==> config.mk <==
export PLATFORM = sky130hd
export DESIGN_NAME = adc_conversion_control
export DESIGN_NICKNAME = d
export VERILOG_FILES = /design/src/design/adc_ctrl_pkg.sv /design/src/design/conv_clock_if.sv /design/src/design/conv_clock_gen.sv /design/src/design/adc_ctrl_regs.sv /design/src/design/adc_conversion_control.sv
export SDC_FILE = /design/constraint.sdc
export NUM_CORES = 1
export LEC_CHECK = 0
export ABC_AREA = 1
export BUFFER_PORTS_ARGS = -buffer_cell sky130_fd_sc_hd__buf_4
export CAP_MARGIN = 25
export CORE_MARGIN = 3
export CORE_UTILIZATION = 54
export CTS_CLUSTER_DIAMETER = 50
export DETAILED_ROUTE_END_ITERATION = 16
export PLACE_DENSITY = 0.89
export SLEW_MARGIN = 0
export SYNTH_ARGS = -nofsm -noshare
export SYNTH_HDL_FRONTEND = slang
export SYNTH_SLANG_ARGS = --single-unit
==> constraint.sdc <==
create_clock -name clk -period 2.95 [get_ports clk]
set_clock_uncertainty 0.2 [all_clocks]
set_input_delay 0.295 -clock clk [delete_from_list [all_inputs] [get_ports clk]]
set_output_delay 0.295 -clock clk [all_outputs]
set_load 0.05 [all_outputs]
==> src/design/adc_ctrl_pkg.sv <==
// constants, register map and types for the converter control block
package adc_ctrl_pkg;
    // ****************************************
    // register byte addresses
    // ****************************************
    localparam logic [3:0] result_low_addr = 4'h0;
    localparam logic [3:0] result_high_addr = 4'h4;
    localparam logic [3:0] conversion_control_addr = 4'h8;
    localparam logic [3:0] conversion_clock_select_addr = 4'hC;
    localparam logic [3:0] analog_pin_config_addr = 4'h0;
    localparam logic [7:0] analog_pin_config_offset = 8'h10;
    // ****************************************
    // field positions and reset values
    // ****************************************
    localparam int start_bit = 7;
    localparam int busy_bit = 6;
    localparam logic [7:0] control_reset = 8'h40;
    localparam logic [1:0] divider_reset = 2'h0;
    localparam logic [7:0] pin_config_reset = 8'h00;
    localparam logic [1:0] axi_okay = 2'h0;
    localparam logic [1:0] axi_slverr = 2'h2;
    // ****************************************
    // conversion timing
    // ****************************************
    localparam int result_width = 12;
    localparam int conversion_periods = 16;
    localparam logic [5:0] half_div2 = 6'h01;
    localparam logic [5:0] half_div8 = 6'h04;
    localparam logic [5:0] half_div32 = 6'h10;
    localparam logic [1:0] div_code_2 = 2'h0;
    localparam logic [1:0] div_code_8 = 2'h1;
    localparam logic [1:0] div_code_32 = 2'h2;
    typedef enum logic [2:0] {
        st_idle = 3'b001,
        st_armed = 3'b010,
        st_convert = 3'b100
    } conv_state_t;
endpackage

==> src/design/conv_clock_if.sv <==
// interface between controller and its conversion clock divider
`timescale 1ns/100ps
interface conv_clock_if;
    logic run;
    logic [1:0] divider;
    logic tick;
    modport ctrl (output run, output divider, input tick);
    modport gen (input run, input divider, output tick);
endinterface

==> src/design/conv_clock_gen.sv <==
// divides the system clock to a conversion clock period tick
`timescale 1ns/100ps
module conv_clock_gen (
    input wire logic clk,
    input wire logic reset_n,
    conv_clock_if.gen cc
);
    typedef struct packed {
        logic [5:0] count;
        logic tick;
    } gen_state_t;
    gen_state_t s_reg;
    gen_state_t s_next;
    logic [5:0] period;
    always_comb begin
        // code 11 is undefined; it falls back to the slowest rate
        unique case (cc.divider)
            adc_ctrl_pkg::div_code_2: period = adc_ctrl_pkg::half_div2 << 1;
            adc_ctrl_pkg::div_code_8: period = adc_ctrl_pkg::half_div8 << 1;
            default: period = adc_ctrl_pkg::half_div32 << 1;
        endcase
        s_next = s_reg;
        s_next.tick = 1'b0;
        if (!cc.run) begin
            s_next.count = 6'h00;
        end else if (s_reg.count == period - 6'h01) begin
            s_next.count = 6'h00;
            s_next.tick = 1'b1;
        end else begin
            s_next.count = s_reg.count + 6'h01;
        end
    end
    always_ff @(posedge clk) begin
        if (!reset_n) begin
            s_reg <= '0;
        end else begin
            s_reg <= s_next;
        end
    end
    assign cc.tick = s_reg.tick;
endmodule

==> src/design/adc_ctrl_regs.sv <==
// register pair holding the latest conversion result
`timescale 1ns/100ps
module adc_ctrl_regs #(
    parameter int width = 12
) (
    input wire logic clk,
    input wire logic load,
    input wire logic [width-1:0] data_in,
    output logic [width-1:0] data_out
);
    typedef struct packed {
        logic [width-1:0] data;
    } hold_state_t;
    hold_state_t s_reg;
    hold_state_t s_next;
    always_comb begin
        s_next = s_reg;
        if (load) begin
            s_next.data = data_in;
        end
    end
    // no reset: contents are unknown until the first conversion ends
    always_ff @(posedge clk) begin
        s_reg <= s_next;
    end
    assign data_out = s_reg.data;
endmodule

==> src/design/adc_conversion_control.sv <==
// AXI4-Lite register block and sequencer around a successive-approximation converter
`timescale 1ns/100ps
module adc_conversion_control #(
    parameter int channels = 8,
    parameter int width = 12
) (
    input wire logic clk,
    input wire logic reset_n,
    input wire logic [4:0] s_axi_awaddr,
    input wire logic s_axi_awvalid,
    output logic s_axi_awready,
    input wire logic [31:0] s_axi_wdata,
    input wire logic [3:0] s_axi_wstrb,
    input wire logic s_axi_wvalid,
    output logic s_axi_wready,
    output logic [1:0] s_axi_bresp,
    output logic s_axi_bvalid,
    input wire logic s_axi_bready,
    input wire logic [4:0] s_axi_araddr,
    input wire logic s_axi_arvalid,
    output logic s_axi_arready,
    output logic [31:0] s_axi_rdata,
    output logic [1:0] s_axi_rresp,
    output logic s_axi_rvalid,
    input wire logic s_axi_rready,
    input wire logic [width-1:0] core_result,
    output logic core_reset,
    output logic core_sample,
    output logic core_power_down,
    output logic [2:0] core_channel,
    output logic [channels-1:0] analog_pin_select,
    output logic conversion_done_irq
);
    // ****************************************
    // state
    // ****************************************
    typedef struct packed {
        logic aw_held;
        logic [4:0] aw_addr;
        logic w_held;
        logic [31:0] w_data;
        logic [3:0] w_strb;
        logic bvalid;
        logic [1:0] bresp;
        logic rvalid;
        logic [31:0] rdata;
        logic [1:0] rresp;
        logic start;
        logic busy;
        logic [2:0] channel_select;
        logic [1:0] conversion_clock_divider;
        logic [channels-1:0] pins;
        adc_ctrl_pkg::conv_state_t state;
        logic [4:0] periods;
        logic [2:0] run_channel;
        logic [1:0] run_divider;
        logic load;
        logic core_reset;
        logic core_sample;
        logic irq;
        logic awready;
        logic wready;
        logic arready;
        logic power_down;
    } ctrl_state_t;
    ctrl_state_t s_reg;
    ctrl_state_t s_next;
    conv_clock_if cc();
    logic [width-1:0] result;
    logic do_write;
    logic [7:0] wbyte;
    logic [7:0] rbyte;
    logic [3:0] rsel;
    logic wr_control;
    logic wr_clock_select;
    logic wr_pin_config;
    logic wr_bad;
    logic [7:0] control_view;
    logic [7:0] clock_select_view;
    logic [7:0] result_low_view;
    logic [7:0] result_high_view;
    conv_clock_gen u_clock (
        .clk(clk),
        .reset_n(reset_n),
        .cc(cc)
    );
    adc_ctrl_regs #(.width(width)) u_result (
        .clk(clk),
        .load(s_reg.load),
        .data_in(core_result),
        .data_out(result)
    );
    assign cc.run = s_reg.state == adc_ctrl_pkg::st_convert;
    assign cc.divider = s_reg.run_divider;
    // ****************************************
    // address decode and read views
    // ****************************************
    // decoded from the held address, so the master may move awaddr once it has been taken
    assign wr_control = s_reg.aw_addr == 5'(adc_ctrl_pkg::conversion_control_addr);
    assign wr_clock_select = s_reg.aw_addr == 5'(adc_ctrl_pkg::conversion_clock_select_addr);
    assign wr_pin_config = s_reg.aw_addr == 5'(adc_ctrl_pkg::analog_pin_config_offset);
    assign wr_bad = s_reg.aw_addr > 5'(adc_ctrl_pkg::analog_pin_config_offset) || s_reg.aw_addr[1:0] != 2'h0;
    assign result_low_view = {result[3:0], 4'h0};
    assign result_high_view = result[11:4];
    assign control_view = {s_reg.start, s_reg.busy, 3'h0, s_reg.channel_select};
    assign clock_select_view = {6'h00, s_reg.conversion_clock_divider};
    // ****************************************
    // next state
    // ****************************************
    always_comb begin
        s_next = s_reg;
        s_next.load = 1'b0;
        s_next.irq = 1'b0;
        rbyte = 8'h00;
        rsel = s_axi_araddr[3:0];
        // ****************************************
        // write channel
        // ****************************************
        if (s_axi_awvalid && !s_reg.aw_held) begin
            s_next.aw_held = 1'b1;
            s_next.aw_addr = s_axi_awaddr;
        end
        if (s_axi_wvalid && !s_reg.w_held) begin
            s_next.w_held = 1'b1;
            s_next.w_data = s_axi_wdata;
            s_next.w_strb = s_axi_wstrb;
        end
        do_write = s_reg.aw_held && s_reg.w_held && !s_reg.bvalid;
        wbyte = s_reg.w_data[7:0];
        if (do_write) begin
            s_next.aw_held = 1'b0;
            s_next.w_held = 1'b0;
            s_next.bvalid = 1'b1;
            s_next.bresp = adc_ctrl_pkg::axi_okay;
            if (s_reg.w_strb[0]) begin
                if (wr_control) begin
                    s_next.start = wbyte[adc_ctrl_pkg::start_bit];
                    s_next.channel_select = wbyte[2:0];
                    // a rising start shows busy at once, before the sequencer has left idle
                    if (wbyte[adc_ctrl_pkg::start_bit] && !s_reg.start) begin
                        s_next.busy = 1'b1;
                    end
                end else if (wr_clock_select) begin
                    s_next.conversion_clock_divider = wbyte[1:0];
                end else if (wr_pin_config) begin
                    s_next.pins = wbyte[channels-1:0];
                end
            end
            if (wr_bad) begin
                s_next.bresp = adc_ctrl_pkg::axi_slverr;
            end
        end
        if (s_reg.bvalid && s_axi_bready) begin
            s_next.bvalid = 1'b0;
        end
        // ****************************************
        // read channel
        // ****************************************
        if (s_axi_arvalid && !s_reg.rvalid) begin
            s_next.rvalid = 1'b1;
            s_next.rresp = adc_ctrl_pkg::axi_okay;
            if (s_axi_araddr[4]) begin
                rbyte = 8'(s_reg.pins);
                if (rsel != adc_ctrl_pkg::analog_pin_config_addr) begin
                    s_next.rresp = adc_ctrl_pkg::axi_slverr;
                    rbyte = 8'h00;
                end
            end else begin
                unique case (rsel)
                    adc_ctrl_pkg::result_low_addr: rbyte = result_low_view;
                    adc_ctrl_pkg::result_high_addr: rbyte = result_high_view;
                    adc_ctrl_pkg::conversion_control_addr: rbyte = control_view;
                    adc_ctrl_pkg::conversion_clock_select_addr: rbyte = clock_select_view;
                    default: s_next.rresp = adc_ctrl_pkg::axi_slverr;
                endcase
            end
            s_next.rdata = {24'h000000, rbyte};
        end
        if (s_reg.rvalid && s_axi_rready) begin
            s_next.rvalid = 1'b0;
        end
        // ****************************************
        // conversion sequencer
        // ****************************************
        s_next.core_sample = 1'b0;
        unique case (s_reg.state)
            adc_ctrl_pkg::st_idle: begin
                if (s_reg.start) begin
                    s_next.state = adc_ctrl_pkg::st_armed;
                end
            end
            adc_ctrl_pkg::st_armed: begin
                s_next.busy = 1'b1;
                if (!s_reg.start) begin
                    s_next.state = adc_ctrl_pkg::st_convert;
                    s_next.run_channel = s_reg.channel_select;
                    s_next.run_divider = s_reg.conversion_clock_divider;
                    s_next.periods = 5'h00;
                end
            end
            adc_ctrl_pkg::st_convert: begin
                if (s_reg.start) begin
                    s_next.state = adc_ctrl_pkg::st_armed;
                end else if (cc.tick) begin
                    s_next.periods = s_reg.periods + 5'h01;
                    if (s_reg.periods == 5'(adc_ctrl_pkg::conversion_periods - 1)) begin
                        s_next.state = adc_ctrl_pkg::st_idle;
                        // a start written in this same cycle keeps the flag set
                        s_next.busy = s_next.start;
                        s_next.irq = 1'b1;
                        s_next.load = 1'b1;
                        s_next.core_sample = 1'b1;
                    end
                end
            end
        endcase
        s_next.core_reset = s_next.state == adc_ctrl_pkg::st_armed;
        // ready and power-down leave as registered copies, so no output has logic behind its flop
        s_next.awready = !s_next.aw_held;
        s_next.wready = !s_next.w_held;
        s_next.arready = !s_next.rvalid;
        s_next.power_down = ~|s_next.pins;
    end
    // ****************************************
    // registers
    // ****************************************
    always_ff @(posedge clk) begin
        if (!reset_n) begin
            s_reg <= '0;
            s_reg.busy <= adc_ctrl_pkg::control_reset[adc_ctrl_pkg::busy_bit];
            s_reg.conversion_clock_divider <= adc_ctrl_pkg::divider_reset;
            s_reg.pins <= channels'(adc_ctrl_pkg::pin_config_reset);
            s_reg.state <= adc_ctrl_pkg::st_idle;
            s_reg.awready <= 1'b1;
            s_reg.wready <= 1'b1;
            s_reg.arready <= 1'b1;
            s_reg.power_down <= ~|adc_ctrl_pkg::pin_config_reset;
        end else begin
            s_reg <= s_next;
        end
    end
    // ****************************************
    // outputs
    // ****************************************
    assign s_axi_awready = s_reg.awready;
    assign s_axi_wready = s_reg.wready;
    assign s_axi_bvalid = s_reg.bvalid;
    assign s_axi_bresp = s_reg.bresp;
    assign s_axi_arready = s_reg.arready;
    assign s_axi_rvalid = s_reg.rvalid;
    assign s_axi_rdata = s_reg.rdata;
    assign s_axi_rresp = s_reg.rresp;
    assign core_reset = s_reg.core_reset;
    assign core_sample = s_reg.core_sample;
    // mux select held for the whole conversion; undefined high codes not trapped
    assign core_channel = s_reg.run_channel;
    assign analog_pin_select = s_reg.pins;
    assign core_power_down = s_reg.power_down;
    assign conversion_done_irq = s_reg.irq;
endmodule

==> results.json <==
{
  "grt_max_degree": 43,
  "cts_tree": "yes",
  "cp_slowest_cell": "dfxtp_1",
  "power_density_nw_per_um2": 511,
  "avgRoutedWirePerCell_um": 13.6,
  "ys_async_sr_fraction": 0,
  "crit_buf_inv": 1,
  "finish.utilization": 0.664,
  "crit_family": "flip-flops",
  "tightest_slew_ps": 612,
  "cap_violations": 0,
  "vias_per_cell": 5.04,
  "clkTransAtPathRegs_ps": 80,
  "yosys_most_used_dff": "dfxtp_1",
  "min_path_type": "in2reg",
  "min_period_ps": 1880,
  "ir_worst_vdd_v": 0.000365,
  "core_um2": 6460,
  "grtUsageMet3": 0.0633,
  "io_pins": 121,
  "status": "complete, no violations",
  "total_power_mw": 2.19,
  "cts_max_level": 3,
  "drive_above_1_share": 0.217,
  "cp_data_required_time_ps": 2460,
  "synth_top_area_cell": "dfxtp_1",
  "worstPathCellList": "buf_4",
  "worstSetupPathType": "reg2out",
  "crit_start": "s_reg[7]",
  "drc": 0,
  "synth_area_per_cell_um2": 8.13,
  "synth.distinct_cells": 34,
  "grtUsageMet2": 0.359,
  "endpoint_kind": "primary output",
  "synth_area_um2": 3660,
  "vias": 3010,
  "ant_nets": 0,
  "hpwl_um": 5610,
  "grt_pass1_vias": 2921,
  "die_area_um2": 7800,
  "clk_latency_ps": 360,
  "finalSetupTns_ps": 0,
  "root_buffer": "clkbuf_8",
  "gr-total-overflow": 0,
  "fmax_mhz": 533,
  "synthTopCellsByCount": "69 x dfxtp_1, 66 x nand2_1, 48 x buf_4, 44 x a21oi_1, 44 x nor2_1",
  "cts_buffers": 9,
  "row_count": 29,
  "slew_headroom": 0.591,
  "holdWs_ps": 15.6,
  "drt_iter0_drc": 175,
  "yosysWarnings": 0,
  "port_buffers": 67,
  "r2r_start": "s_reg[13]",
  "yosysMostFrequentCell": "dfxtp_1",
  "period_share": 0.636,
  "grt-busiest-layer": "met2",
  "nets": 583,
  "die_h_um": 88.3,
  "initial_core_util": 0.566,
  "ys_seq_area_frac": 0.476,
  "synth_edf_count": 12,
  "antenna_found_initial": 0,
  "start_kind": "flip-flop",
  "hold_viol_final": 0,
  "wirelength_um": 8130,
  "diodes": 0,
  "min_from": "s_axi_wstrb[0]",
  "critPathMaxStageDelay_ps": 710,
  "rsz0062_at_grt": "no",
  "clockBufferDepth": 2,
  "dr.pass1.iters": 7,
  "ys_top_cells_by_area": "dfxtp_1 38%, buf_4 9.8%, edfxtp_1 9.8%",
  "place_congestion": 0.856,
  "track_usage": 0.218,
  "post_cts_buffers": 0,
  "synth_cells": 450,
  "cts.sinks": 81,
  "synth-seq-cells": 81,
  "largest_reg_flops": 25,
  "syn2layout_area_growth_pct": 17.2,
  "synth_top_area_frac": 0.378,
  "drv_slew": 0,
  "setup-violations-final": 0,
  "arrival_ps": 1380,
  "leakagePower_nw": 1.91,
  "die_w_um": 88.3,
  "crit_fanout": 14,
  "use_met1": 0.267,
  "grt_pass1_wl_um": 13100
}
==> cell families (layout without fill, tap and decap cells) <==
family,count (synthesis),count (layout),synth area share
simple gates,160,160,0.210
compound gates,93,93,0.134
other cells,1,26,0.00103
flops,81,81,0.476
fa+ha+maj,3,3,0.0103
xor+xnor,3,3,0.00718
buf+inv,109,154,0.161
==> final timing paths <==
check,end,slack [ps],cells past startpoint
max,core_sample,1070,1
min reg2reg,s_reg[84],260,2
max reg2reg,control_view[6],1130,9
min,s_reg[74],20,3
==> cell usage in the layout, fill, tap and decap left out, types with 9 or more instances in the layout <==
| cell type | instances |
|---|---|
| o21ai_0 | 38 |
| inv_1 | 38 |
| a21oi_1 | 44 |
| conb_1 | 26 |
| clkbuf_8 | 9 |
| nand2_1 | 66 |
| edfxtp_1 | 12 |
| inv_2 | 15 |
| nand3_1 | 19 |
| nor2_1 | 44 |
| dlygate4sd3_1 | 16 |
| buf_4 | 67 |
| dfxtp_1 | 69 |
==> per-layer routing <==
layer | share of wire | wire length, µm
met3 | 0.073 | 592
met4 | 0.019 | 156
met1 | 0.41 | 3320
met2 | 0.50 | 4060
met5 | 0 | 0
==> final cells by class <==
class / count / area, µm²
well taps: 77 / 96.3
fillers: 492 / 2170
inverters: 55 / 206
clock buffers: 9 / 124
flip-flops and latches: 81 / 1740
clock inverters: 7 / 37.5
multi-input cells: 285 / 1420
repair buffers: 83 / 663
==> report_power, final <==
| group | internal [mW] | switching (mW) |
|---|---|---|
| clock | 0.295 | 0.395 |
| combinational | 0.0976 | 0.234 |
| sequential | 1.15 | 0.0192 |
==> stage by stage <==
step	instance area, µm²	worst slack, ps	cells
3_3_place_gp	3970	1170	565
6_report	4290	1070	597
4_1_cts	4290	1080	597
2_1_floorplan	3750	1260	475
5_1_grt	4290	918	597
3_5_place_dp	3970	1120	565
==> timing repair <==
item,CTS,global route
endpoints found under the hold margin,18,0
endpoints found under the setup margin,0,0
hold buffers,16,0
resized for setup,0,0
No activity file was read; power rests on OpenSTA's default activity.
